<file path="config.mk">
export PLATFORM = sky130hd
export DESIGN_NAME = pdb_breakpoint
export DESIGN_NICKNAME = d
export VERILOG_FILES = /design/src/logic/pdb_pkg.sv /design/src/logic/pdb_breakpoint.sv
export VERILOG_INCLUDE_DIRS = /design/src /design/src/logic
export SDC_FILE = /design/constraint.sdc
export NUM_CORES = 1
export LEC_CHECK = 0
export BUFFER_PORTS_ARGS = -buffer_cell sky130_fd_sc_hd__buf_4
export CAP_MARGIN = 20
export CORE_MARGIN = 2
export CORE_UTILIZATION = 49
export CTS_BUF_LIST = sky130_fd_sc_hd__clkbuf_16
export DETAILED_ROUTE_END_ITERATION = 12
export PLACE_DENSITY = 0.76
export RECOVER_POWER = 25
export SLEW_MARGIN = 20
export SYNTH_ARGS = -nofsm -noshare
export SYNTH_HDL_FRONTEND = slang
export SYNTH_SLANG_ARGS = --single-unit
</file>
<file path="constraint.sdc">
create_clock -name clk -period 1.7 [get_ports clk]
set_input_delay 0.34 -clock clk [delete_from_list [all_inputs] [get_ports clk]]
set_output_delay 0.34 -clock clk [all_outputs]
set_load 0.005 [all_outputs]
</file>
<file path="src/logic/pdb_defines.svh">
// Purpose: Constants for the breakpoint comparator block.
// Assumes: Debug control register numbers are 4 bits wide.
// Notes: Register offsets are debug control register numbers.
`ifndef PDB_DEFINES_SVH
`define PDB_DEFINES_SVH
// ==========================================================
// Register numbers
`define PDB_REG_TRIGGER 4'h7
`define PDB_REG_PC_ADDR 4'h8
`define PDB_REG_PC_MASK 4'h9
`define PDB_REG_DATA_VAL 4'hE
`define PDB_REG_DATA_MASK 4'hF
// ==========================================================
// Reset values
`define PDB_TRIG_RESET 32'h0000_0000
`define PDB_WORD_RESET 32'h0000_0000
// ==========================================================
// Trigger definition fields within one 16-bit level half
`define PDB_F_TRC_HI 15
`define PDB_F_TRC_LO 14
`define PDB_F_EBL 13
`define PDB_F_EDLW 12
`define PDB_F_EDWL 11
`define PDB_F_EDWU 10
`define PDB_F_EDLL 9
`define PDB_F_EDLM 8
`define PDB_F_EDUM 7
`define PDB_F_EDUU 6
`define PDB_F_DI 5
`define PDB_F_EPC 1
`define PDB_F_PCI 0
`define PDB_L2_SEL 15
`define PDB_L1_SEL 14
// ==========================================================
// Size codes and response codes
`define PDB_SZ_LONG 2'h0
`define PDB_SZ_BYTE 2'h1
`define PDB_SZ_WORD 2'h2
`define PDB_RSP_SHOW 2'h0
`define PDB_RSP_HALT 2'h1
`define PDB_RSP_IRQ 2'h2
`endif

</file>
<file path="src/logic/pdb_pkg.sv">
// Purpose: Types for the breakpoint comparator block.
// Assumes: Nothing beyond the defines header.
// Notes: Holds the state machine encoding.
package pdb_pkg;
    // ==========================================================
    // Trigger sequencing state, Gray coded along the usual path
    typedef enum logic [1:0]
    {
        PDB_LEVEL1 = 2'h0,
        PDB_LEVEL2 = 2'h1,
        PDB_FIRED = 2'h3
    } pdb_state_t;
endpackage

</file>
<file path="src/logic/pdb_breakpoint.sv">
// Purpose: PC and data breakpoint compare with one or two level trigger.
// Assumes: Bus and core inputs are on clk; the debug port pins are not.
// Notes: Register numbers follow the debug control register map.
`timescale 1ns/1ps
`include "pdb_defines.svh"

module pdb_breakpoint
(
    input wire logic clk,
    input wire logic reset_n,
    input wire logic supWriteValid,
    input wire logic [3:0] supWriteReg,
    input wire logic [31:0] supWriteData,
    input wire logic portWriteStrobe,
    input wire logic portReadStrobe,
    input wire logic [3:0] portRegNum,
    input wire logic [31:0] portWriteData,
    input wire logic portMemValid,
    input wire logic [31:0] portMemData,
    input wire logic pcValid,
    input wire logic [31:0] pcValue,
    input wire logic busDataValid,
    input wire logic [31:0] busData,
    input wire logic [1:0] busAddrLow,
    input wire logic [1:0] busSize,
    output logic [31:0] portReadData,
    output logic portReadValid,
    output logic pcMatch,
    output logic dataMatch,
    output logic triggerShow,
    output logic haltRequest,
    output logic debugInterrupt
);

    // ==========================================================
    // Synchronisers for the debug serial port strobes
    logic [1:0] wrSync_reg;
    logic [1:0] rdSync_reg;
    logic [1:0] memSync_reg;
    logic wrSeen_reg;
    logic rdSeen_reg;
    logic memSeen_reg;
    always_ff @(posedge clk)
    begin
        if (!reset_n)
        begin
            wrSync_reg <= 2'h0;
            rdSync_reg <= 2'h0;
            memSync_reg <= 2'h0;
            wrSeen_reg <= 1'b0;
            rdSeen_reg <= 1'b0;
            memSeen_reg <= 1'b0;
        end
        else
        begin
            wrSync_reg <= {wrSync_reg[0], portWriteStrobe};
            rdSync_reg <= {rdSync_reg[0], portReadStrobe};
            memSync_reg <= {memSync_reg[0], portMemValid};
            wrSeen_reg <= wrSync_reg[1];
            rdSeen_reg <= rdSync_reg[1];
            memSeen_reg <= memSync_reg[1];
        end
    end
    // Port data and register number must stay stable while a strobe is high.
    wire logic portWr = wrSync_reg[1] & ~wrSeen_reg;
    wire logic portRd = rdSync_reg[1] & ~rdSeen_reg;
    wire logic portMem = memSync_reg[1] & ~memSeen_reg;

    // ==========================================================
    // State
    typedef struct packed
    {
        logic [31:0] trig;
        logic [31:0] pcAddr;
        logic [31:0] pcMask;
        logic [31:0] dataVal;
        logic [31:0] dataMask;
        pdb_pkg::pdb_state_t state;
        logic [31:0] readData;
        logic readValid;
        logic pcHit;
        logic dataHit;
        logic show;
        logic halt;
        logic irq;
    } pdb_regs_t;

    pdb_regs_t st_reg;
    pdb_regs_t st_next;

    logic [31:0] laneMask;
    logic [31:0] dataRaw;
    logic pcRaw;
    logic [15:0] lvl;
    logic pcCond;
    logic dataCond;
    logic dataEn;
    logic fire;
    logic [3:0] wrReg;
    logic [31:0] wrData;
    logic wrAny;

    always_comb
    begin
        st_next = st_reg;
        st_next.readValid = 1'b0;
        st_next.pcHit = 1'b0;
        st_next.dataHit = 1'b0;
        st_next.show = 1'b0;
        st_next.halt = 1'b0;
        st_next.irq = 1'b0;
        // Supervisor writes take priority; a port write in the same cycle is dropped.
        wrAny = supWriteValid | portWr;
        wrReg = supWriteValid ? supWriteReg : portRegNum;
        wrData = supWriteValid ? supWriteData : portWriteData;
        if (wrAny)
        begin
            case (wrReg)
                `PDB_REG_TRIGGER: st_next.trig = wrData;
                `PDB_REG_PC_ADDR: st_next.pcAddr = wrData;
                `PDB_REG_PC_MASK: st_next.pcMask = wrData;
                `PDB_REG_DATA_VAL: st_next.dataVal = wrData;
                `PDB_REG_DATA_MASK: st_next.dataMask = wrData;
                default: st_next.trig = st_reg.trig;
            endcase
            if (wrReg == `PDB_REG_TRIGGER)
            begin
                st_next.state = pdb_pkg::PDB_LEVEL1;
            end
        end
        // Port memory data lands in the data value register, losing the old pattern.
        if (portMem)
        begin
            st_next.dataVal = portMemData;
        end
        // Only the data value and PC address read back over the port.
        if (portRd)
        begin
            st_next.readValid = 1'b1;
            case (portRegNum)
                `PDB_REG_DATA_VAL: st_next.readData = st_reg.dataVal;
                `PDB_REG_PC_ADDR: st_next.readData = st_reg.pcAddr;
                default: st_next.readData = 32'h0000_0000;
            endcase
        end
        // Lane selection by size and address.
        case (busSize)
            `PDB_SZ_BYTE: laneMask = 32'hFF00_0000 >> {busAddrLow, 3'h0};
            `PDB_SZ_WORD: laneMask = busAddrLow[1] ? 32'h0000_FFFF : 32'hFFFF_0000;
            `PDB_SZ_LONG: laneMask = 32'hFFFF_FFFF;
            default: laneMask = 32'h0000_0000;
        endcase
        lvl = (st_reg.state == pdb_pkg::PDB_LEVEL2) ? st_reg.trig[31:16] : st_reg.trig[15:0];
        pcRaw = &((pcValue ~^ st_reg.pcAddr) | st_reg.pcMask);
        dataRaw = ((busData ~^ st_reg.dataVal) | st_reg.dataMask) | ~laneMask;
        dataEn = |lvl[`PDB_F_EDLW:`PDB_F_EDUU];
        pcCond = pcValid & lvl[`PDB_F_EPC] & (pcRaw ^ lvl[`PDB_F_PCI]);
        dataCond = busDataValid & dataEn & ((&dataRaw) ^ lvl[`PDB_F_DI]);
        if (st_reg.state == pdb_pkg::PDB_LEVEL2 ? st_reg.trig[`PDB_L2_SEL] : st_reg.trig[`PDB_L1_SEL])
        begin
            fire = pcCond | dataCond;
        end
        else
        begin
            fire = (pcCond | ~lvl[`PDB_F_EPC]) & (dataCond | ~dataEn) &
                (lvl[`PDB_F_EPC] | dataEn) & (pcValid | busDataValid);
        end
        fire = fire & st_reg.trig[`PDB_F_EBL] & (st_reg.state != pdb_pkg::PDB_FIRED);
        st_next.pcHit = pcCond;
        st_next.dataHit = dataCond;
        if (fire && !(wrAny && wrReg == `PDB_REG_TRIGGER))
        begin
            // A nonzero upper half arms a second level before responding.
            if (st_reg.state == pdb_pkg::PDB_LEVEL1 && st_reg.trig[31:16] != 16'h0000)
            begin
                st_next.state = pdb_pkg::PDB_LEVEL2;
            end
            else
            begin
                st_next.state = pdb_pkg::PDB_FIRED;
                st_next.show = 1'b1;
                st_next.halt = (lvl[`PDB_F_TRC_HI:`PDB_F_TRC_LO] == `PDB_RSP_HALT);
                st_next.irq = (lvl[`PDB_F_TRC_HI:`PDB_F_TRC_LO] == `PDB_RSP_IRQ);
            end
        end
    end

    always_ff @(posedge clk)
    begin
        if (!reset_n)
        begin
            st_reg <= '0;
            st_reg.trig <= `PDB_TRIG_RESET;
            st_reg.state <= pdb_pkg::PDB_LEVEL1;
        end
        else
        begin
            st_reg <= st_next;
        end
    end

    assign portReadData = st_reg.readData;
    assign portReadValid = st_reg.readValid;
    assign pcMatch = st_reg.pcHit;
    assign dataMatch = st_reg.dataHit;
    assign triggerShow = st_reg.show;
    assign haltRequest = st_reg.halt;
    assign debugInterrupt = st_reg.irq;

    // ==========================================================
    // Checks
    trig_write_a: assert property (@(posedge clk) disable iff (!reset_n)
        supWriteValid && supWriteReg == `PDB_REG_TRIGGER |=> st_reg.trig == $past(supWriteData))
        else $error("Trigger definition write lost.");
    mem_over_a: assert property (@(posedge clk) disable iff (!reset_n)
        portMem |=> st_reg.dataVal == $past(portMemData))
        else $error("Port memory data did not overwrite value.");
    mask_write_a: assert property (@(posedge clk) disable iff (!reset_n)
        supWriteValid && supWriteReg == `PDB_REG_DATA_MASK |=> st_reg.dataMask == $past(supWriteData))
        else $error("Data mask write lost.");
    enable_gate_a: assert property (@(posedge clk) disable iff (!reset_n)
        !st_reg.trig[`PDB_F_EBL] && !st_reg.trig[16+`PDB_F_EBL] |=> !triggerShow)
        else $error("Trigger fired while disabled.");
    pc_valid_a: assert property (@(posedge clk) disable iff (!reset_n)
        !pcValid |=> !pcMatch)
        else $error("PC match without valid PC.");
    data_valid_a: assert property (@(posedge clk) disable iff (!reset_n)
        !busDataValid |=> !dataMatch)
        else $error("Data match without valid transfer.");
    halt_code_a: assert property (@(posedge clk) disable iff (!reset_n)
        haltRequest |-> triggerShow && !debugInterrupt)
        else $error("Halt without trigger show.");
    show_once_a: assert property (@(posedge clk) disable iff (!reset_n)
        triggerShow |=> !triggerShow)
        else $error("Trigger response longer than one cycle.");
    pc_cmp_a: assert property (@(posedge clk) disable iff (!reset_n)
        pcValid && st_reg.trig[`PDB_F_EPC] && !st_reg.trig[`PDB_F_PCI]
        && st_reg.state == pdb_pkg::PDB_LEVEL1
        && ((pcValue ^ st_reg.pcAddr) & ~st_reg.pcMask) == 32'h0000_0000 |=> pcMatch)
        else $error("Masked PC compare missed.");

endmodule

</file>
==> impl_metrics.yaml <==
setup_path:
  slowest_delay_ns: 0.34
  crit_fanout: 4
  critPathRequiredTime_ns: 2.12
  worstSetupPathType: "reg -> reg"
  crit_path_start_kind: "flip-flop"
  crit_arrival_ns: 2.32
  cp_slowest_cell: "dfxtp_1"
  endpoint_kind: "flip-flop"
  crit_chain: "xnor2_2 > o22ai_1 > nor4_2 > nand4_1 > mux2i_4 > o21bai_2 > o31ai_2"
place:
  portBuffers: 217
  hpwl_mm: 21.3
  gp_congestion: 0.874
  dp_slack_ns: -0.421
run_status:
  status: "finished with violations"
  failed_checks: "negative setup slack"
floorplan:
  fp.dieW_um: 144
  pin_count: 218
  die-height_um: 144
  coreArea_mm2: 0.0193
  die_area_mm2: 0.0207
  rows: 51
  start_util: 0.496
synthesis:
  avgSynthCellArea_um2: 9.68
  ys_seq_elements: 206
  yosys_warnings: 0
  synth_cell_type_count: 46
  ys.flop_type: "dfxtp_1"
  syn-instance-count: 991
  syn-num-nets: 1171
  ys_seq_area_frac: 0.430
  synth_edf_count: 0
  syn_area_mm2: 0.00959
  ys_async_sr_fraction: 0
pwr:
  ir_drop_mv: 0.818
  power.static_leakage_nw: 7.60
  p_seq_frac: 0.432
  p_int_w: 0.00891
  p_sw_frac: 0.250
  combPwrFrac: 0.155
  p_clk_frac: 0.413
  p_total_w: 0.0119
  power_switching_w: 0.00297
  power.density_mw_per_mm2: 880
clock_tree:
  clock-sinks: 206
  clock_path_buffers: 3
  cts_buffers: 22
  path_clk_slew_ns: 0.06
  clk_latency_ns: 0.51
  h-tree-depth: 1
  cts-root-buf: "clkbuf_16"
  cts_tree: "built"
final_layout:
  antenna_cells: 0
  drive_gt1_frac: 0.384
  largest_reg_flops: 159
  post-route-util: 0.698
  syn2layout_area_growth_pct: 40.8
  fin_nets: 1463
timing:
  worst_pin_slew_ns: 1.30
  relSlewSlack: 0.134
  hold_violations: 0
  hold_ws_ns: 0.0496
  setup_viol: 25
  skew_ns: 0.0148
  min_period_over_period: 1.12
  slew_viol_final: 0
  fin_crit_ns: 1.90
  layout_setup_ws_ns: -0.200
  rsz0062_at_grt: "true"
  max_freq_mhz: 526
global_route:
  grt_antenna_before_repair: 0
  grt_pass1_vias: 8706
  grt_usage: 0.280
  grt_max_degree: 89
  grt_pass1_wl_mm: 45.5
  grt_overflow: 0
worst_hold_path:
  hp-class: "in -> reg"
drt:
  drt_pass1_iterations: 6
  ant_nets: 0
  drc_errors: 0
  drt_iter0_drc: 728
  routed_wirelength_mm: 29.4
  vias_per_cell: 5.72
  routedWlPerCell_um: 18.8
  vias: 8949
flow_run:
  drv_cap: 0
per-layer routing:
layer,GRT usage,routed length (um),vias up
met2,0.452,13800,363
met1,0.373,12300,4304
met5,0,0,-
li1,-,-,4219
met4,0.0986,904,0
met3,0.0583,2480,63
area by class of cell:
| type | count | area (um2) |
|---|---|---|
| sequential | 206 | 4150 |
| timing repair buffer | 383 | 3020 |
| fill | 1456 | 5840 |
| inverter | 6 | 22.5 |
| clock buffer | 23 | 576 |
| tap | 265 | 332 |
| clock inverter | 17 | 159 |
| multi-input combinational | 664 | 5240 |
power by group through the flow:
stage / registers, W / clock network, W / logic [W]
6_report: 0.00513 / 0.00491 / 0.00184
4_1_cts: 0.00512 / 0.00495 / 0.00179
3_3_place_gp: 0.00522 / 0 / 0.00171
3_5_place_dp: 0.00522 / 0 / 0.00173
5_1_grt: 0.00514 / 0.00514 / 0.00198
2_1_floorplan: 0.00520 / 0 / 0.000802
cells in the mapped netlist (2+ instances only):
master	count	area [um2]
dfxtp_1	206	4120
nand2_1	193	724
o211a_1	189	1890
xnor2_1	64	561
clkbuf_1	49	184
mux2i_1	37	370
o22ai_1	34	213
a22oi_1	32	240
buf_4	32	240
o311ai_0	32	280
buf_2	24	120
and2_1	10	62.6
buf_1	8	30.0
nor3_1	7	35.0
nor4_1	7	43.8
inv_1	6	22.5
nand3_1	6	30.0
nor2_1	6	22.5
o41ai_1	4	35.0
nand2b_1	3	18.8
nand3b_1	3	22.5
nor2b_1	3	18.8
nor3b_1	3	22.5
o21ai_1	3	15.0
a21oi_1	2	10.0
a31oi_1	2	12.5
buf_6	2	22.5
mux2_2	2	22.5
nand4_1	2	12.5
nor2_2	2	12.5
o21bai_1	2	15.0
o31ai_1	2	15.0
per-stage QoR:
| step | instance area [um2] | instances | setup TNS [ns] |
|---|---|---|---|
| after floorplan | 9630 | 991 | -1.13 |
| after CTS | 13400 | 1562 | -0.906 |
| after global routing | 13500 | 1564 | -5.40 |
| after global placement | 12400 | 1523 | -18.40 |
| after detailed placement | 12400 | 1523 | -22.60 |
| final | 13500 | 1564 | -1.46 |
kinds of logic after synthesis:
family	share of synthesized area
DFF	0.430
and+or+nand+nor	0.113
muxes	0.0433
AOI/OAI and AO/OA	0.290
xor gates and xnor gates	0.0585
buffers and inverters	0.0646
placed cells by master (no fill, tap or decap), types with 4 or more instances in the layout:
cell type	instances
clkinv_2	6
o22ai_1	26
nor2_1	4
clkbuf_16	23
xnor2_2	28
o311ai_0	19
dfxtp_1	190
dfxtp_2	15
o211a_1	189
clkinv_1	4
xnor2_1	35
nor4_1	5
clkbuf_4	16
nand2_1	193
mux2i_1	35
nand3_1	6
o41ai_2	4
o22ai_2	8
a22oi_1	32
o311ai_1	13
buf_4	351
inv_1	8
and2_1	8
buf_12	12
nor3_1	5
what timing repair did:
action,CTS,global route
setup endpoints to repair,8,109
cloned,0,0
setup buffers,0,2
hold buffers,0,0
resized for setup,39,41
pin swaps,36,18
worst max-delay path: cells and delay by family (launching register included):
kind / cells / cell delay, ns
AND/OR/NAND/NOR: 2 / 0.49
flip-flops: 1 / 0.34
XOR/XNOR: 1 / 0.22
multiplexers: 1 / 0.32
AO/OA/AOI/OAI: 3 / 0.44
path summary, 6_finish.rpt:
check,startpoint,end,slack (ns),cells past startpoint
max reg2reg,st_reg[141]$_SDFFE_PN0P_,st_reg[39]$_SDFFE_PN0P_,-0.20,7
min reg2reg,rdSeen_reg$_SDFF_PN0_,portReadValid$_SDFF_PN0_,0.42,1
max,st_reg[141]$_SDFFE_PN0P_,st_reg[39]$_SDFFE_PN0P_,-0.20,7
min,portReadStrobe,rdSync_reg[0]$_SDFF_PN0_,0.05,2
Note: power is estimated with default switching activity, not from simulation.
